<file path="src/srf_map.svh">
// Register offsets, field positions, reset values and encodings of the receive framing block.
`ifndef SRF_MAP_SVH
`define SRF_MAP_SVH
`define SRF_ADDR_CONTROL 4'h0
`define SRF_ADDR_FRAME 4'h4
`define SRF_ADDR_DATA 4'h8
`define SRF_ADDR_STATUS 4'hC
`define SRF_FRAME_RESET 32'h0000_0000
`define SRF_FRAME_WMASK 32'hFFFF_7FF0
`define SRF_BIT_ENABLE 0
`define SRF_BIT_PHASE 31
`define SRF_POS_P2CNT 24
`define SRF_POS_P2BITS 21
`define SRF_POS_COMP 19
`define SRF_BIT_IGNORE 18
`define SRF_POS_DELAY 16
`define SRF_POS_P1CNT 8
`define SRF_POS_P1BITS 5
`define SRF_BIT_REVERSE 4
`define SRF_COMP_MSB 2'h0
`define SRF_COMP_LSB 2'h1
`define SRF_COMP_MULAW 2'h2
`define SRF_COMP_ALAW 2'h3
`endif

</file>
<file path="src/srf_pkg.sv">
// Types shared by the receive framing block.
package srf_pkg;
  typedef struct packed {
    logic dual_phase;
    logic [6:0] p2_count;
    logic [2:0] p2_bits;
    logic [1:0] compand;
    logic ignore_sync;
    logic [1:0] delay;
    logic [6:0] p1_count;
    logic [2:0] p1_bits;
    logic reverse;
  } srf_cfg_type;
  typedef struct packed {
    logic valid;
    logic phase2;
    logic [31:0] data;
  } srf_word_type;
  typedef enum logic [1:0] {SRF_IDLE, SRF_DELAY, SRF_DATA} srf_state_type;
endpackage

</file>
<file path="src/srf_receiver.sv">
// Receive framing engine with its control registers and serial front end.
// Functional notes
// RQ1: Enable bit low holds receiver in reset.
// RQ2: Phase bit selects single or dual frame.
// RQ3: Phase-2 word length from encoded field.
// RQ4: Companding zero: no expansion, MSB first.
// RQ5: Companding one: 8-bit words LSB first.
// RQ6: Codes two/three expand mu-law/A-law.
// RQ7: Companding only honoured with 8-bit words; code one also gives LSB first on 32-bit words when bit reverse is set.
// RQ8: Ignore bit low: later syncs restart.
// RQ9: Ignore bit high: later syncs disregarded.
// RQ10: Phase-1 word count is field plus one.
// RQ11: Phase-1 word length same encoding.
// RQ12: Data delay of zero, one, two bits.
// RQ13: Bit reverse receives 32-bit LSB first; the code reverses only with companding code one.
// RQ14: Count bits and words per active phase.
// RQ15: Synchronise bit clock and sync inputs.
//
// The address-and-strobe port and the register offsets were decided locally.
`timescale 1ns/1ns
`include "srf_map.svh"
module srf_receiver
#(
  parameter int DATA_BITS = 32,
  parameter int COUNT_BITS = 7
)
(
  input wire logic clk,
  input wire logic reset,
  input wire logic [3:0] reg_addr,
  input wire logic [31:0] reg_wdata,
  input wire logic reg_write,
  input wire logic reg_read,
  output logic [31:0] reg_rdata,
  input wire logic serial_clk,
  input wire logic frame_sync,
  input wire logic serial_data,
  output srf_pkg::srf_word_type rx_word
);
  logic enable_q;
  logic [31:0] frame_q;
  srf_pkg::srf_cfg_type cfg;
  logic [2:0] clk_sync_q;
  logic [1:0] fs_sync_q;
  logic [1:0] dat_sync_q;
  logic fs_prev_q;
  logic sclk_rise;
  logic fs_rise;
  srf_pkg::srf_state_type state_q;
  logic [5:0] bit_cnt_q;
  logic [6:0] word_cnt_q;
  logic phase2_q;
  logic [31:0] shift_q;
  logic [5:0] word_bits;
  logic [2:0] bits_code;
  logic [6:0] word_limit;
  logic [31:0] shift_d;
  logic lsb_first;
  logic last_bit;
  logic overrun_q;
  logic sync_err_q;
  logic [31:0] data_q;
  logic unread_q;
  logic [15:0] mu_lin;
  logic [15:0] a_lin;

  // The word type and the frame fields are fixed, so other widths are refused.
  if (DATA_BITS != 32 || COUNT_BITS != 7)
  begin : g_width_check
    $error("srf_receiver serves only 32-bit words and 7-bit word counts");
  end

  // Reserved bits 15 and 3:0 never reach the sequencer.
  always_comb
  begin
    cfg.dual_phase = frame_q[`SRF_BIT_PHASE]; // RQ2
    cfg.p2_count = frame_q[`SRF_POS_P2CNT +: 7]; // RQ2
    cfg.p2_bits = frame_q[`SRF_POS_P2BITS +: 3]; // RQ3
    cfg.compand = frame_q[`SRF_POS_COMP +: 2]; // RQ4
    cfg.ignore_sync = frame_q[`SRF_BIT_IGNORE]; // RQ8
    cfg.delay = frame_q[`SRF_POS_DELAY +: 2]; // RQ12
    cfg.p1_count = frame_q[`SRF_POS_P1CNT +: 7]; // RQ10
    cfg.p1_bits = frame_q[`SRF_POS_P1BITS +: 3]; // RQ11
    cfg.reverse = frame_q[`SRF_BIT_REVERSE]; // RQ13
  end

  // Reserved codes fall back to 8 bits so the bit counter always has an end.
  function automatic logic [5:0] bits_of(input logic [2:0] code);
    logic [5:0] r;
    r = 6'd8;
    unique case (code)
      3'h0: r = 6'd8;
      3'h1: r = 6'd12;
      3'h2: r = 6'd16;
      3'h3: r = 6'd20;
      3'h4: r = 6'd24;
      3'h5: r = 6'd32;
      default: r = 6'd8;
    endcase
    return r;
  endfunction

  // Mu-law expansion to a 16-bit linear value, placed in the low half of the word and sign-extended through the upper half.
  function automatic logic [15:0] mulaw(input logic [7:0] c);
    logic [7:0] v;
    logic [14:0] mag;
    v = ~c;
    mag = 15'((({8'h0, v[3:0], 3'h0} + 15'h0084) << v[6:4]) - 15'h0084);
    return v[7] ? 16'(-$signed({1'b0, mag})) : {1'b0, mag};
  endfunction

  // A-law expansion to a 16-bit linear value.
  function automatic logic [15:0] alaw(input logic [7:0] c);
    logic [7:0] v;
    logic [14:0] mag;
    v = c ^ 8'h55;
    if (v[6:4] == 3'h0)
      mag = {7'h0, v[3:0], 4'h8};
    else
      mag = 15'(({6'h0, 1'b1, v[3:0], 4'h8}) << (v[6:4] - 3'h1));
    return v[7] ? {1'b0, mag} : 16'(-$signed({1'b0, mag}));
  endfunction

  // Both expansions run every cycle; only the selected one reaches the word.
  assign mu_lin = mulaw(shift_d[7:0]); // RQ6
  assign a_lin = alaw(shift_d[7:0]); // RQ6

  // Software register writes.
  always_ff @(posedge clk)
  begin
    if (reset)
    begin
      enable_q <= 1'b0;
      frame_q <= `SRF_FRAME_RESET;
    end
    else if (reg_write)
    begin
      if (reg_addr == `SRF_ADDR_CONTROL)
        enable_q <= reg_wdata[`SRF_BIT_ENABLE];
      if (reg_addr == `SRF_ADDR_FRAME)
        frame_q <= reg_wdata & `SRF_FRAME_WMASK;
    end
  end

  // Read data stand in the cycle after the strobe only.
  always_ff @(posedge clk)
  begin
    if (reset || !reg_read)
      reg_rdata <= 32'h0000_0000;
    else
      unique case (reg_addr)
        `SRF_ADDR_CONTROL: reg_rdata <= {31'h0, enable_q};
        `SRF_ADDR_FRAME: reg_rdata <= frame_q;
        `SRF_ADDR_DATA: reg_rdata <= data_q;
        `SRF_ADDR_STATUS: reg_rdata <= {29'h0, sync_err_q, overrun_q, rx_word.valid};
        default: reg_rdata <= 32'h0000_0000;
      endcase
  end

  // Pins pass two flops first; the third clock flop only feeds the edge detector.
  always_ff @(posedge clk)
  begin
    if (reset)
    begin
      clk_sync_q <= 3'h0;
      fs_sync_q <= 2'h0;
      dat_sync_q <= 2'h0;
    end
    else
    begin
      clk_sync_q <= {clk_sync_q[1:0], serial_clk}; // RQ15
      fs_sync_q <= {fs_sync_q[0], frame_sync}; // RQ15
      dat_sync_q <= {dat_sync_q[0], serial_data}; // RQ15
    end
  end

  // Data and sync are sampled on the falling bit-clock edge, the usual receive edge.
  assign sclk_rise = clk_sync_q[2] & ~clk_sync_q[1];
  assign fs_rise = sclk_rise & fs_sync_q[1] & ~fs_prev_q;

  always_ff @(posedge clk)
  begin
    if (reset)
      fs_prev_q <= 1'b0;
    else if (sclk_rise)
      fs_prev_q <= fs_sync_q[1];
  end

  assign bits_code = phase2_q ? cfg.p2_bits : cfg.p1_bits; // RQ3 RQ11
  assign word_bits = bits_of(bits_code); // RQ14
  assign word_limit = phase2_q ? cfg.p2_count : cfg.p1_count; // RQ2 RQ10
  // Companding takes effect with 8-bit words; reverse needs 32-bit words and companding code one.
  assign lsb_first = ((cfg.compand == `SRF_COMP_LSB) && (bits_code == 3'h0))
    || (cfg.reverse && (bits_code == 3'h5) && (cfg.compand == `SRF_COMP_LSB)); // RQ5 RQ7 RQ13
  assign shift_d = lsb_first ? {dat_sync_q[1], shift_q[31:1]}
    : {shift_q[30:0], dat_sync_q[1]}; // RQ4
  assign last_bit = (bit_cnt_q == word_bits - 6'd1);

  // Frame sequencer.
  always_ff @(posedge clk)
  begin
    if (reset || !enable_q) // RQ1
    begin
      state_q <= srf_pkg::SRF_IDLE;
      bit_cnt_q <= 6'h0;
      word_cnt_q <= 7'h0;
      phase2_q <= 1'b0;
      shift_q <= 32'h0000_0000;
      sync_err_q <= 1'b0;
    end
    else if (fs_rise && (state_q == srf_pkg::SRF_IDLE || !cfg.ignore_sync)) // RQ8 RQ9
    begin
      if (state_q != srf_pkg::SRF_IDLE)
        sync_err_q <= 1'b1; // RQ8
      phase2_q <= 1'b0;
      bit_cnt_q <= 6'h0;
      word_cnt_q <= 7'h0;
      shift_q <= 32'h0000_0000;
      // With no delay the first data bit arrives beside the sync.
      if (cfg.delay == 2'h0)
      begin
        state_q <= srf_pkg::SRF_DATA;
        shift_q <= shift_d;
        bit_cnt_q <= 6'h1;
      end
      else if (cfg.delay == 2'h1)
        state_q <= srf_pkg::SRF_DATA;
      else
        state_q <= srf_pkg::SRF_DELAY; // RQ12
    end
    else if (sclk_rise)
    begin
      unique case (state_q)
        srf_pkg::SRF_IDLE:
        begin
        end
        srf_pkg::SRF_DELAY:
          state_q <= srf_pkg::SRF_DATA;
        srf_pkg::SRF_DATA:
        begin
          shift_q <= shift_d;
          if (last_bit) // RQ14
          begin
            bit_cnt_q <= 6'h0;
            if (word_cnt_q == word_limit)
            begin
              word_cnt_q <= 7'h0;
              if (cfg.dual_phase && !phase2_q) // RQ2 RQ14
                phase2_q <= 1'b1;
              else
              begin
                phase2_q <= 1'b0;
                state_q <= srf_pkg::SRF_IDLE;
              end
            end
            else
              word_cnt_q <= 7'(word_cnt_q + 7'h1);
          end
          else
            bit_cnt_q <= 6'(bit_cnt_q + 6'h1);
        end
      endcase
    end
  end

  // Completed word: justify, expand and post to the data register.
  always_ff @(posedge clk)
  begin
    if (reset || !enable_q) // RQ1
    begin
      rx_word <= '0;
      data_q <= 32'h0000_0000;
      overrun_q <= 1'b0;
      unread_q <= 1'b0;
    end
    else
    begin
      rx_word.valid <= 1'b0;
      if (sclk_rise && state_q == srf_pkg::SRF_DATA && last_bit
        && !(fs_rise && !cfg.ignore_sync))
      begin
        rx_word.valid <= 1'b1;
        rx_word.phase2 <= phase2_q;
        if (bits_code == 3'h0 && cfg.compand == `SRF_COMP_MULAW) // RQ6 RQ7
          rx_word.data <= {{16{mu_lin[15]}}, mu_lin};
        else if (bits_code == 3'h0 && cfg.compand == `SRF_COMP_ALAW) // RQ6 RQ7
          rx_word.data <= {{16{a_lin[15]}}, a_lin};
        else if (lsb_first)
          rx_word.data <= shift_d >> (6'd32 - word_bits); // RQ5 RQ13
        else
          rx_word.data <= shift_d & ((32'h1 << word_bits) - 32'h1); // RQ4
      end
      if (rx_word.valid)
        data_q <= rx_word.data;
      // Posting a word beats a read of the one before it in the same cycle.
      if (rx_word.valid && unread_q)
        overrun_q <= 1'b1;
      if (rx_word.valid)
        unread_q <= 1'b1;
      else if (reg_read && reg_addr == `SRF_ADDR_DATA)
        unread_q <= 1'b0;
    end
  end
endmodule

</file>
<file path="config.mk">
export PLATFORM = sky130hd
export DESIGN_NAME = srf_receiver
export DESIGN_NICKNAME = d
export VERILOG_FILES = /design/src/srf_pkg.sv /design/src/srf_receiver.sv
export VERILOG_INCLUDE_DIRS = /design/src /design/src/src
export SDC_FILE = /design/constraint.sdc
export NUM_CORES = 1
export LEC_CHECK = 0
export BUFFER_PORTS_ARGS = -buffer_cell sky130_fd_sc_hd__buf_2
export CAP_MARGIN = 10
export CORE_ASPECT_RATIO = 1.25
export CORE_UTILIZATION = 37
export DETAILED_ROUTE_END_ITERATION = 10
export GPL_TIMING_DRIVEN = 0
export PLACE_DENSITY = 0.68
export SYNTH_ARGS = -nofsm -noshare
export SYNTH_HDL_FRONTEND = slang
export SYNTH_SLANG_ARGS = --single-unit
</file>
<file path="constraint.sdc">
create_clock -name clk -period 4.4 [get_ports clk]
set_input_delay 0.22 -clock clk [delete_from_list [all_inputs] [get_ports clk]]
set_output_delay 0.22 -clock clk [all_outputs]
set_load 0.01 [all_outputs]
</file>
== After elaboration in Yosys (flattened, before gate mapping) ==
Cells that the tools add are included.

* Bits in registers: 185
* Bits of input ports: 43
* Output and inout bits: 66

* Muxes and demuxes: 33
* Add/sub/neg operators: 10
* Reductions and logical operators: 40
* Shift operators: 4
* Bitwise logic cells: 8
* Equal/unequal tests: 19

{| class="wikitable"
|+ Operators by type and width
! cell !! number
|-
| two-way mux 32 bit || 8
|-
| case mux 32 bit (4 select lines) || 1
|-
| two-way mux 34 bit || 1
|-
| bitwise AND 32 bit || 1
|-
| two-way mux 16 bit || 2
|-
| negator 15 -> 16 bit || 2
|-
| << shifter 1 x 6 -> 32 bit, first input constant || 1
|-
| right shift 32 x 6 -> 32 bit || 1
|-
| subtractor 32 x 1 -> 32 bit, second input constant || 1
|-
| case mux 6 bit (5 select lines) || 1
|-
| << shifter 9 x 3 -> 15 bit || 2
|-
| two-way mux 6 bit || 4
|-
| two-way mux 15 bit || 1
|-
| subtractor 15 x 8 -> 15 bit, second input constant || 1
|-
| two-way mux 2 bit || 7
|-
| two-way mux 7 bit || 2
|-
| logical AND 1 bit || 13
|-
| adder 7 x 8 -> 9 bit, second input constant || 1
|-
| inequality test 3 bit, second input constant || 3
|-
| == test 4 bit, second input constant || 2
|-
| inverter 8 bit || 1
|-
| AND reduction 2 bit || 4
|-
| nonzero test 2 bit || 4
|-
| adder 7 x 1 -> 7 bit, second input constant || 1
|-
| other kinds (28) || 49
|}

== Logic depth before layout (Yosys ltp) ==
Gate-level depths: netlist (run 1).

* Depth after elaboration: 15
* Mapped depth: 24
* Depth with buffers taken out: 17

== Worst setup path after synthesis (run 1) ==
Ideal clock, no wire load.

* Path type: reg-to-reg
* Start point: register phase2_q
* End point: register rx_word[10] (netlist name)
* Slack: -0.423 ns
* Library setup time: 0.119 ns
* Required time: 4.281 ns
* Stages on the path, launching flop included: 20
* Clock period less this slack: 4.823 ns
* Data arrival time: 4.704 ns
* Path buffers: 4
* Cell sequence: dfxtp_1 mux2_4 nor3b_4 o21a_4 buf_6 buf_4 buf_2 mux2i_1 ha_1 clkbuf_1 mux2_2 mux2_2 nor2_1 a211oi_1 o41ai_1 a211oi_1 a41oi_1 xor2_1 o2111ai_1 o221a_2

* Longest elaborated chain between the ends: 14

{| class="wikitable"
|+ RTL lines
! element !! line !! text
|-
| start, declared || srf_receiver.sv:52 || <nowiki>logic phase2_q;</nowiki>
|-
| start signal, assigned || srf_receiver.sv:207 || <nowiki>phase2_q <= 1'b0;</nowiki>
|-
| start signal, assigned || srf_receiver.sv:215 || <nowiki>phase2_q <= 1'b0;</nowiki>
|-
| start signal, assigned || srf_receiver.sv:249 || <nowiki>phase2_q <= 1'b1;</nowiki>
|-
| two-way mux 3 bit * || srf_receiver.sv:189 || <nowiki>assign bits_code = phase2_q ? cfg.p2_bits : cfg.p1_bits;</nowiki>
|-
| branches (longest 13 deep; another with negator 15 -> 16 bit) || -- ||
|-
| end, declared || srf_receiver.sv:38 || <nowiki>output srf_pkg::srf_word_type rx_word</nowiki>
|}

Every way passes the cells marked *.
A chain may end at the register's enable or synchronous reset.

== Final worst setup path (run 1) ==
* Start point: register phase2_q
* End point: register rx_word[11] (netlist name)

The elaborated chain is that of the path after synthesis.

==> results of run 1 <==
-- sequential cells by signal, summed over array words and instances, names as in the netlist --
signal / cells
phase2_q: 1
enable_q: 1
fs_sync_q: 2
clk_sync_q: 3
fs_prev_q: 1
bit_cnt_q: 6
unread_q: 1
data_q: 32
state_q: 2
reg_rdata: 32
word_cnt_q: 7
dat_sync_q: 2
rx_word: 34
sync_err_q: 1
overrun_q: 1
shift_q: 32
frame_q: 27
-- per-stage QoR --
step	utilization, %	power [uW]	setup slack [ps]	area (sq um)	setup TNS [ps]
floorplan	-	1790	23.7	11300	0
detailed placement	41.1	1840	-1360	12300	-38710
global placement	41.1	1840	-1370	12300	-37710
CTS	45.2	3390	-74.1	13600	-788
finish	45.7	3370	80.3	13700	0
global route	45.7	3470	8.05	13700	0
-- what timing repair did --
action	CTS	global route
resized for setup	88	29
cloned	1	0
endpoints found under the hold margin	9	0
hold buffers	9	0
pin swaps	15	13
setup endpoints to repair	44	32
setup buffers	33	4
-- Yosys cell counts, drive strengths merged, types with 4 or more instances --
cell type	n	share of area, %
dfxtp	185	33
nor2	191	6.4
clkbuf	91	3.0
nor3	10	0.44
nand2b	16	0.89
mux2i	86	7.6
buf	24	1.1
a32oi	5	0.39
xnor2	28	2.2
inv	18	0.60
nand3	39	1.7
a22o	4	0.31
o211ai	18	1.2
ha	15	1.7
nand4	14	0.78
or2	10	0.55
and2	10	0.55
nor4	4	0.22
or3	7	0.39
a211oi	12	0.80
nor2b	21	1.2
o41ai	5	0.39
a31oi	16	1.1
xor2	13	1.0
nand2	213	7.1
o21ai	77	3.5
a21o	6	0.40
mux2	21	2.2
o22ai	6	0.33
a22oi	47	3.1
o31ai	8	0.53
o2111ai	7	0.54
o21a	4	0.33
a21oi	143	6.7
and3	24	1.4
a41oi	5	0.39
a221oi	9	0.75
a311oi	7	0.60
-- where the power goes --
group / internal [uW] / total [uW] / switching (uW)
Clock: 854 / 1550 / 700
Sequential: 1680 / 1690 / 7.71
Combinational: 50.5 / 134 / 83.9
-- cells in the final DEF (no fill, tap or decap), types with 7 or more instances in the layout --
cell type and count:
clkbuf_1 68, nand2_1 212, and2_1 10, o31ai_1 7, dlygate4sd3_1 9, nor3_1 9
xor2_1 12, clkbuf_2 10, or2_2 8, o21ai_0 70, buf_4 34, mux2i_1 81
a21oi_1 128, nand4_1 14, ha_1 14, dfxtp_1 180, clkbuf_16 17, a21oi_2 15
o211ai_1 18, a31oi_1 14, nor2b_1 21, nor2_1 187, a211oi_1 10, a22oi_1 47
mux2_2 17, inv_1 16, and3_1 23, nand2b_1 16, nand3_1 38, xnor2_1 28
buf_2 114
-- per-layer routing --
metal  track usage, %  wire length [um]  part of all wire [%]
met1             33.4             17700                    38
met4             21.2              3320                   7.2
met3             4.85              3060                   6.6
met5                0                10                 0.022
met2             51.2             22200                    48
-- cells by family (layout without fill, tap and decap cells) --
kind of cell	Yosys count	after routing	synth area share (%)
DFF	185	185	32.8
AOI/OAI and AO/OA	415	415	24.6
xor gates and xnor gates	41	41	3.19
adders and majority gates	15	15	1.66
and+or+nand+nor	573	573	22.7
buffers and inverters	134	307	4.78
muxes	109	109	10.2
-- final timing paths --
kind | start | endpoint | slack, ps
hold / removal | reg_wdata[5] | frame_q[5]$_SDFFE_PP0P_ | 9
setup reg to reg | phase2_q$_SDFFE_PP0P_ | rx_word[11]$_SDFFE_PP0P_ | 80
hold reg to reg | dat_sync_q[0]$_SDFF_PP0_ | dat_sync_q[1]$_SDFF_PP0_ | 460
setup / recovery | phase2_q$_SDFFE_PP0P_ | rx_word[11]$_SDFFE_PP0P_ | 80
-- area by class of cell --
cell class | instances | area share (%)
Sequential cell | 185 | 27.1
Multi-Input combinational cell | 1153 | 53.7
Buffer | 109 | 4.00
Clock inverter | 12 | 1.05
Inverter | 19 | 0.566
Tap cell | 401 | 3.66
Clock buffer | 18 | 3.20
Timing Repair Buffer | 149 | 6.73
-- worst max-delay path, stage by stage (launching register included) --
cell and delay (ps):
dfxtp_2 350, mux2_4 330, nor3b_4 200, buf_6 140, buf_4 120, o21ai_4 70, buf_6 120, buf_6 150
buf_8 170, clkbuf_8 180, nand2_1 70, a21oi_1 70, o21ai_1 220, ha_1 190, nand2_1 110, nor2_1 140
o211ai_1 150, o311ai_4 150, xor2_2 220, nand3_2 160, a21oi_2 170, xor2_1 180, o2111ai_1 240, o221a_2 300
==> metrics.md, run 1 <==
| Metric | Value |
|---|---|
| Total CTS buffers | `17` |
| Status | `finished, final reports clean` |
| Global-route wire length before repair | `69600 um` |
| Sink Count | `185` |
| Fmax | `231 MHz` |
| FILL cells | `3032` |
| Worst-margin pin slew | `996 ps` |
| Initial core utilization | `37.5%` |
| Area delta synth->final | `21.7%` |
| Register area | `0.00371 sq mm` |
| Post-synth top flop | `dfxtp_1` |
| Post-Synthesis Cells | `1472` |
| Core area | `0.0300 sq mm` |
| Hold Violations, Final | `0` |
| Skew-Pair Late Insertion Delay | `460 ps` |
| CTS Buffer Depth | `2` |
| RSZ-0062 raised after global routing | `no` |
| Largest net degree at the start of global routing | `20` |
| Leak Pwr | `0.00478 uW` |
| Power density over the cells | `246 mW/mm^2` |
| Detailed Routing Iterations Pass 1 | `6` |
| Number of distinct library cells after synthesis | `85` |
| Vias in the first global route | `11800` |
| Starting DRT DRC Count | `1219` |
| CTS root buf | `clkbuf_16` |
| Worst Hold Slack | `9.06 ps` |
| Share of post-route cells with drive strength above 1 | `18.5%` |
| Total Wirelength | `46300 um` |
| Post-Syn Area per Cell | `7.66 sq um` |
| Total gr overflow | `0` |
| Hold depth | `3` |
| NumNets Final | `1692` |
| Kind of critical path | `reg -> reg` |
| WP data arrival | `4660 ps` |
| Post-synth ARST share | `0%` |
| CTS clk-pin slew, worst paths | `70 ps` |
| Vias | `12100` |
| Slew margin rel. | `32.9%` |
| Ports | `109` |
| WL/cell | `22.6 um` |
| CTS tree | `yes` |
| Die Ht | `197 um` |
| Max-cap violations | `0` |
| Slew Limit Fails | `0` |
| Antenna viol nets, final | `0` |
| Period minus WS final | `4320 ps` |
| Non-filler cells, final | `2046` |
| Total die area | `0.0312 sq mm` |
| RePlAce Congestion | `1.03` |
| Area of the multi-input gates | `0.00737 sq mm` |
| Die W | `158 um` |
| Dpl hpwl | `34800 um` |
| Cell row count | `71` |
| Vias per cell | `5.93` |
| Initial antenna violation count | `1` |
| Sequential area share after synthesis | `32.8%` |
| CP max FO | `19` |
| H-tree levels | `4` |
| Placed instance count | `1976` |
| HP Class | `in -> reg` |
| Worst Skew | `12.1 ps` |
| Final Cycle Share | `98.2%` |
| DRC violations left | `0` |
| CP startpoint kind | `flop` |
| Diode count | `0` |
| Setup Viol. Count Final | `0` |
| Reg2reg path depth | `23` |
| Synth warnings | `0` |
| Crit path required time | `4740 ps` |
| Number of synthesized flops with an enable pin | `0` |
| Gr usage total | `29.9%` |
| Seq cells post-synth | `185` |
| Max rail drop VDD | `0.294 mV` |
| CP Capture Type | `flop` |
| Synthesized area | `0.0113 sq mm` |
| Total nets after synthesis | `1530` |
| I/O Buffers | `103` |
Note: power is estimated with default switching activity, not from simulation.
==> run 2, diff against run 1 <==
--- a/config.mk
+++ b/config.mk
@@ -11,7 +11,6 @@
 export CORE_ASPECT_RATIO = 1.25
 export CORE_UTILIZATION = 37
 export DETAILED_ROUTE_END_ITERATION = 10
-export GPL_TIMING_DRIVEN = 0
 export PLACE_DENSITY = 0.68
 export SYNTH_ARGS = -nofsm -noshare
 export SYNTH_HDL_FRONTEND = slang
==> metrics.md, run 2 (same netlist as run 1, synthesis figures left out) <==
| Metric | Value |
|---|---|
| Max rail drop VDD | `0.281 mV` |
| RSZ-0062 raised after global routing | `no` |
| CTS Buffer Depth | `2` |
| Ports | `109` |
| Crit path cell chain | `mux2_4 -> nor3b_4 -> o21a_4 -> buf_4 -> mux2i_4 -> ha_2 -> buf_4 -> inv_1 -> o311a_1 -> nor4_1 -> a311oi_2 -> nor2_1 -> a31oi_2 -> a31oi_4 -> buf_12 -> a21oi_1` |
| Bufs and invs on worst path | `4` |
| Worst Skew | `17.9 ps` |
| Vias | `11500` |
| Crit path required time | `4780 ps` |
| Slew margin rel. | `29.3%` |
| Sink Count | `185` |
| I/O Buffers | `104` |
| Diode count | `0` |
| Cell row count | `71` |
| Starting DRT DRC Count | `1047` |
| Gr usage total | `25.2%` |
| CP startpoint kind | `flop` |
| CP most frequent cell | `buf_4` |
| Leak Pwr | `0.00464 uW` |
| Most flop-heavy register | `rx_word` |
| Total gr overflow | `0` |
| Final Cell Area | `0.0132 sq mm` |
| Initial core utilization | `37.5%` |
| Setup Viol. Count Final | `0` |
| Vias in the first global route | `10900` |
| Power density over the cells | `265 mW/mm^2` |
| Final core utilization | `43.9%` |
| Initial antenna violation count | `0` |
| CP Capture Type | `flop` |
| Peak per-stage delay on the critical path | `470 ps` |
| CP max FO | `17` |
| Hold Violations, Final | `0` |
| Status | `finished, final reports clean` |
| Share of post-route cells with drive strength above 1 | `17.5%` |
| Antenna viol nets, final | `0` |
| Commonest cells after routing, fill and taps aside | `nand2_1 (212), nor2_1 (190), dfxtp_1 (184), a21oi_1 (131), buf_2 (104)` |
| Die Ht | `197 um` |
| Worst-margin pin slew | `1060 ps` |
| Dpl hpwl | `28800 um` |
| RePlAce Congestion | `0.969` |
| Max reg flops | `34` |
| Skew-Pair Late Insertion Delay | `450 ps` |
| Slew Limit Fails | `0` |
| Slowest CP cell | `a311oi_2` |
| Total die area | `0.0312 sq mm` |
| Core area | `0.0300 sq mm` |
| Largest net degree at the start of global routing | `60` |
| Max-cap violations | `0` |
| Setup TNS | `0 ps` |
| WP data arrival | `4580 ps` |
| CTS tree | `yes` |
| CTS clk-pin slew, worst paths | `70 ps` |
| CTS root buf | `clkbuf_16` |
| DRC violations left | `0` |
| Total CTS buffers | `17` |
| Total Wirelength | `39100 um` |
| Final Cycle Share | `95.4%` |
| Detailed Routing Iterations Pass 1 | `7` |
| WL/cell | `19.9 um` |
| NumNets Final | `1607` |
| DP Area | `0.0124 sq mm` |
| H-tree levels | `4` |
| Fmax | `238 MHz` |
| Worst path top cell family by delay | `compound AO/OA/AOI/OAI gates` |
| HP Class | `in -> reg` |
| Kind of critical path | `reg -> reg` |
| Vias per cell | `5.84` |
| Commonest non-fill, non-tap cell in the layout | `nand2_1` |
| Area delta synth->final | `16.9%` |
| Global-route wire length before repair | `60500 um` |
| Die W | `158 um` |
| Period minus WS final | `4200 ps` |
-- run 2: cell type report --
| cell class | count | area, sq um |
|---|---|---|
| Timing Repair Buffer | 173 | 1080 |
| Inverter | 19 | 71.3 |
| Sequential cell | 185 | 3700 |
| Clock buffer | 18 | 429 |
| Tap cell | 401 | 502 |
| Clock inverter | 14 | 209 |
| Fill cell | 3094 | 16900 |
| Multi-Input combinational cell | 1153 | 7180 |
-- run 2: worst reg2reg max path, delay by kind of cell (launching register included) --
| family | cells | cell delay, ps |
|---|---|---|
| mux | 2 | 610 |
| buf+inv | 4 | 780 |
| flops | 1 | 360 |
| simple gates | 3 | 480 |
| fa+ha+maj | 1 | 360 |
| compound gates | 6 | 1540 |
-- run 2: where the power goes --
part           total, uW  leakage (uW)  switching [uW]  internal [uW]
clock               1680      0.000307             714            968
combinational        120       0.00284            75.5           45.0
sequential          1690       0.00149            6.66           1680
-- run 2: worst paths after layout --
check | startpoint | end | slack, ps | cells after the start
worst max-delay path | phase2_q$_SDFFE_PP0P_ | rx_word[30]$_SDFFE_PP0P_ | 200 | 16
worst min register to register | fs_prev_q$_SDFFE_PP0P_ | fs_prev_q$_SDFFE_PP0P_ | 460 | 2
worst min-delay path | reg_wdata[10] | frame_q[10]$_SDFFE_PP0P_ | 20 | 3
worst max register to register | phase2_q$_SDFFE_PP0P_ | rx_word[30]$_SDFFE_PP0P_ | 200 | 16
-- run 2: per-stage QoR --
stage          worst slack, ps  instances  total power [uW]  hold slack (ps)
6_report                   202       1963              3490             18.9
3_5_place_dp              50.3       1925              1840              421
3_3_place_gp               137       1925              1840              435
2_1_floorplan             23.7       1472              1790              348
5_1_grt                   3.71       1963              3590             11.7
4_1_cts                   39.2       1963              3510            0.316
-- run 2: routing by layer --
layer / global-route usage, % / up-vias / part of all wire [%]
li1: - / 5431 / -
met1: 29.7 / 5441 / 41
met2: 42.5 / 462 / 48
met3: 3.16 / 124 / 5.1
met4: 16.2 / 0 / 5.9
met5: 0 / - / 0
-- run 2: what timing repair did --
action | CTS | global route
gates resized for setup | 0 | 12
hold endpoints to repair | 6 | 0
setup buffers | 0 | 0
hold buffers | 6 | 0
endpoints found under the setup margin | 0 | 24
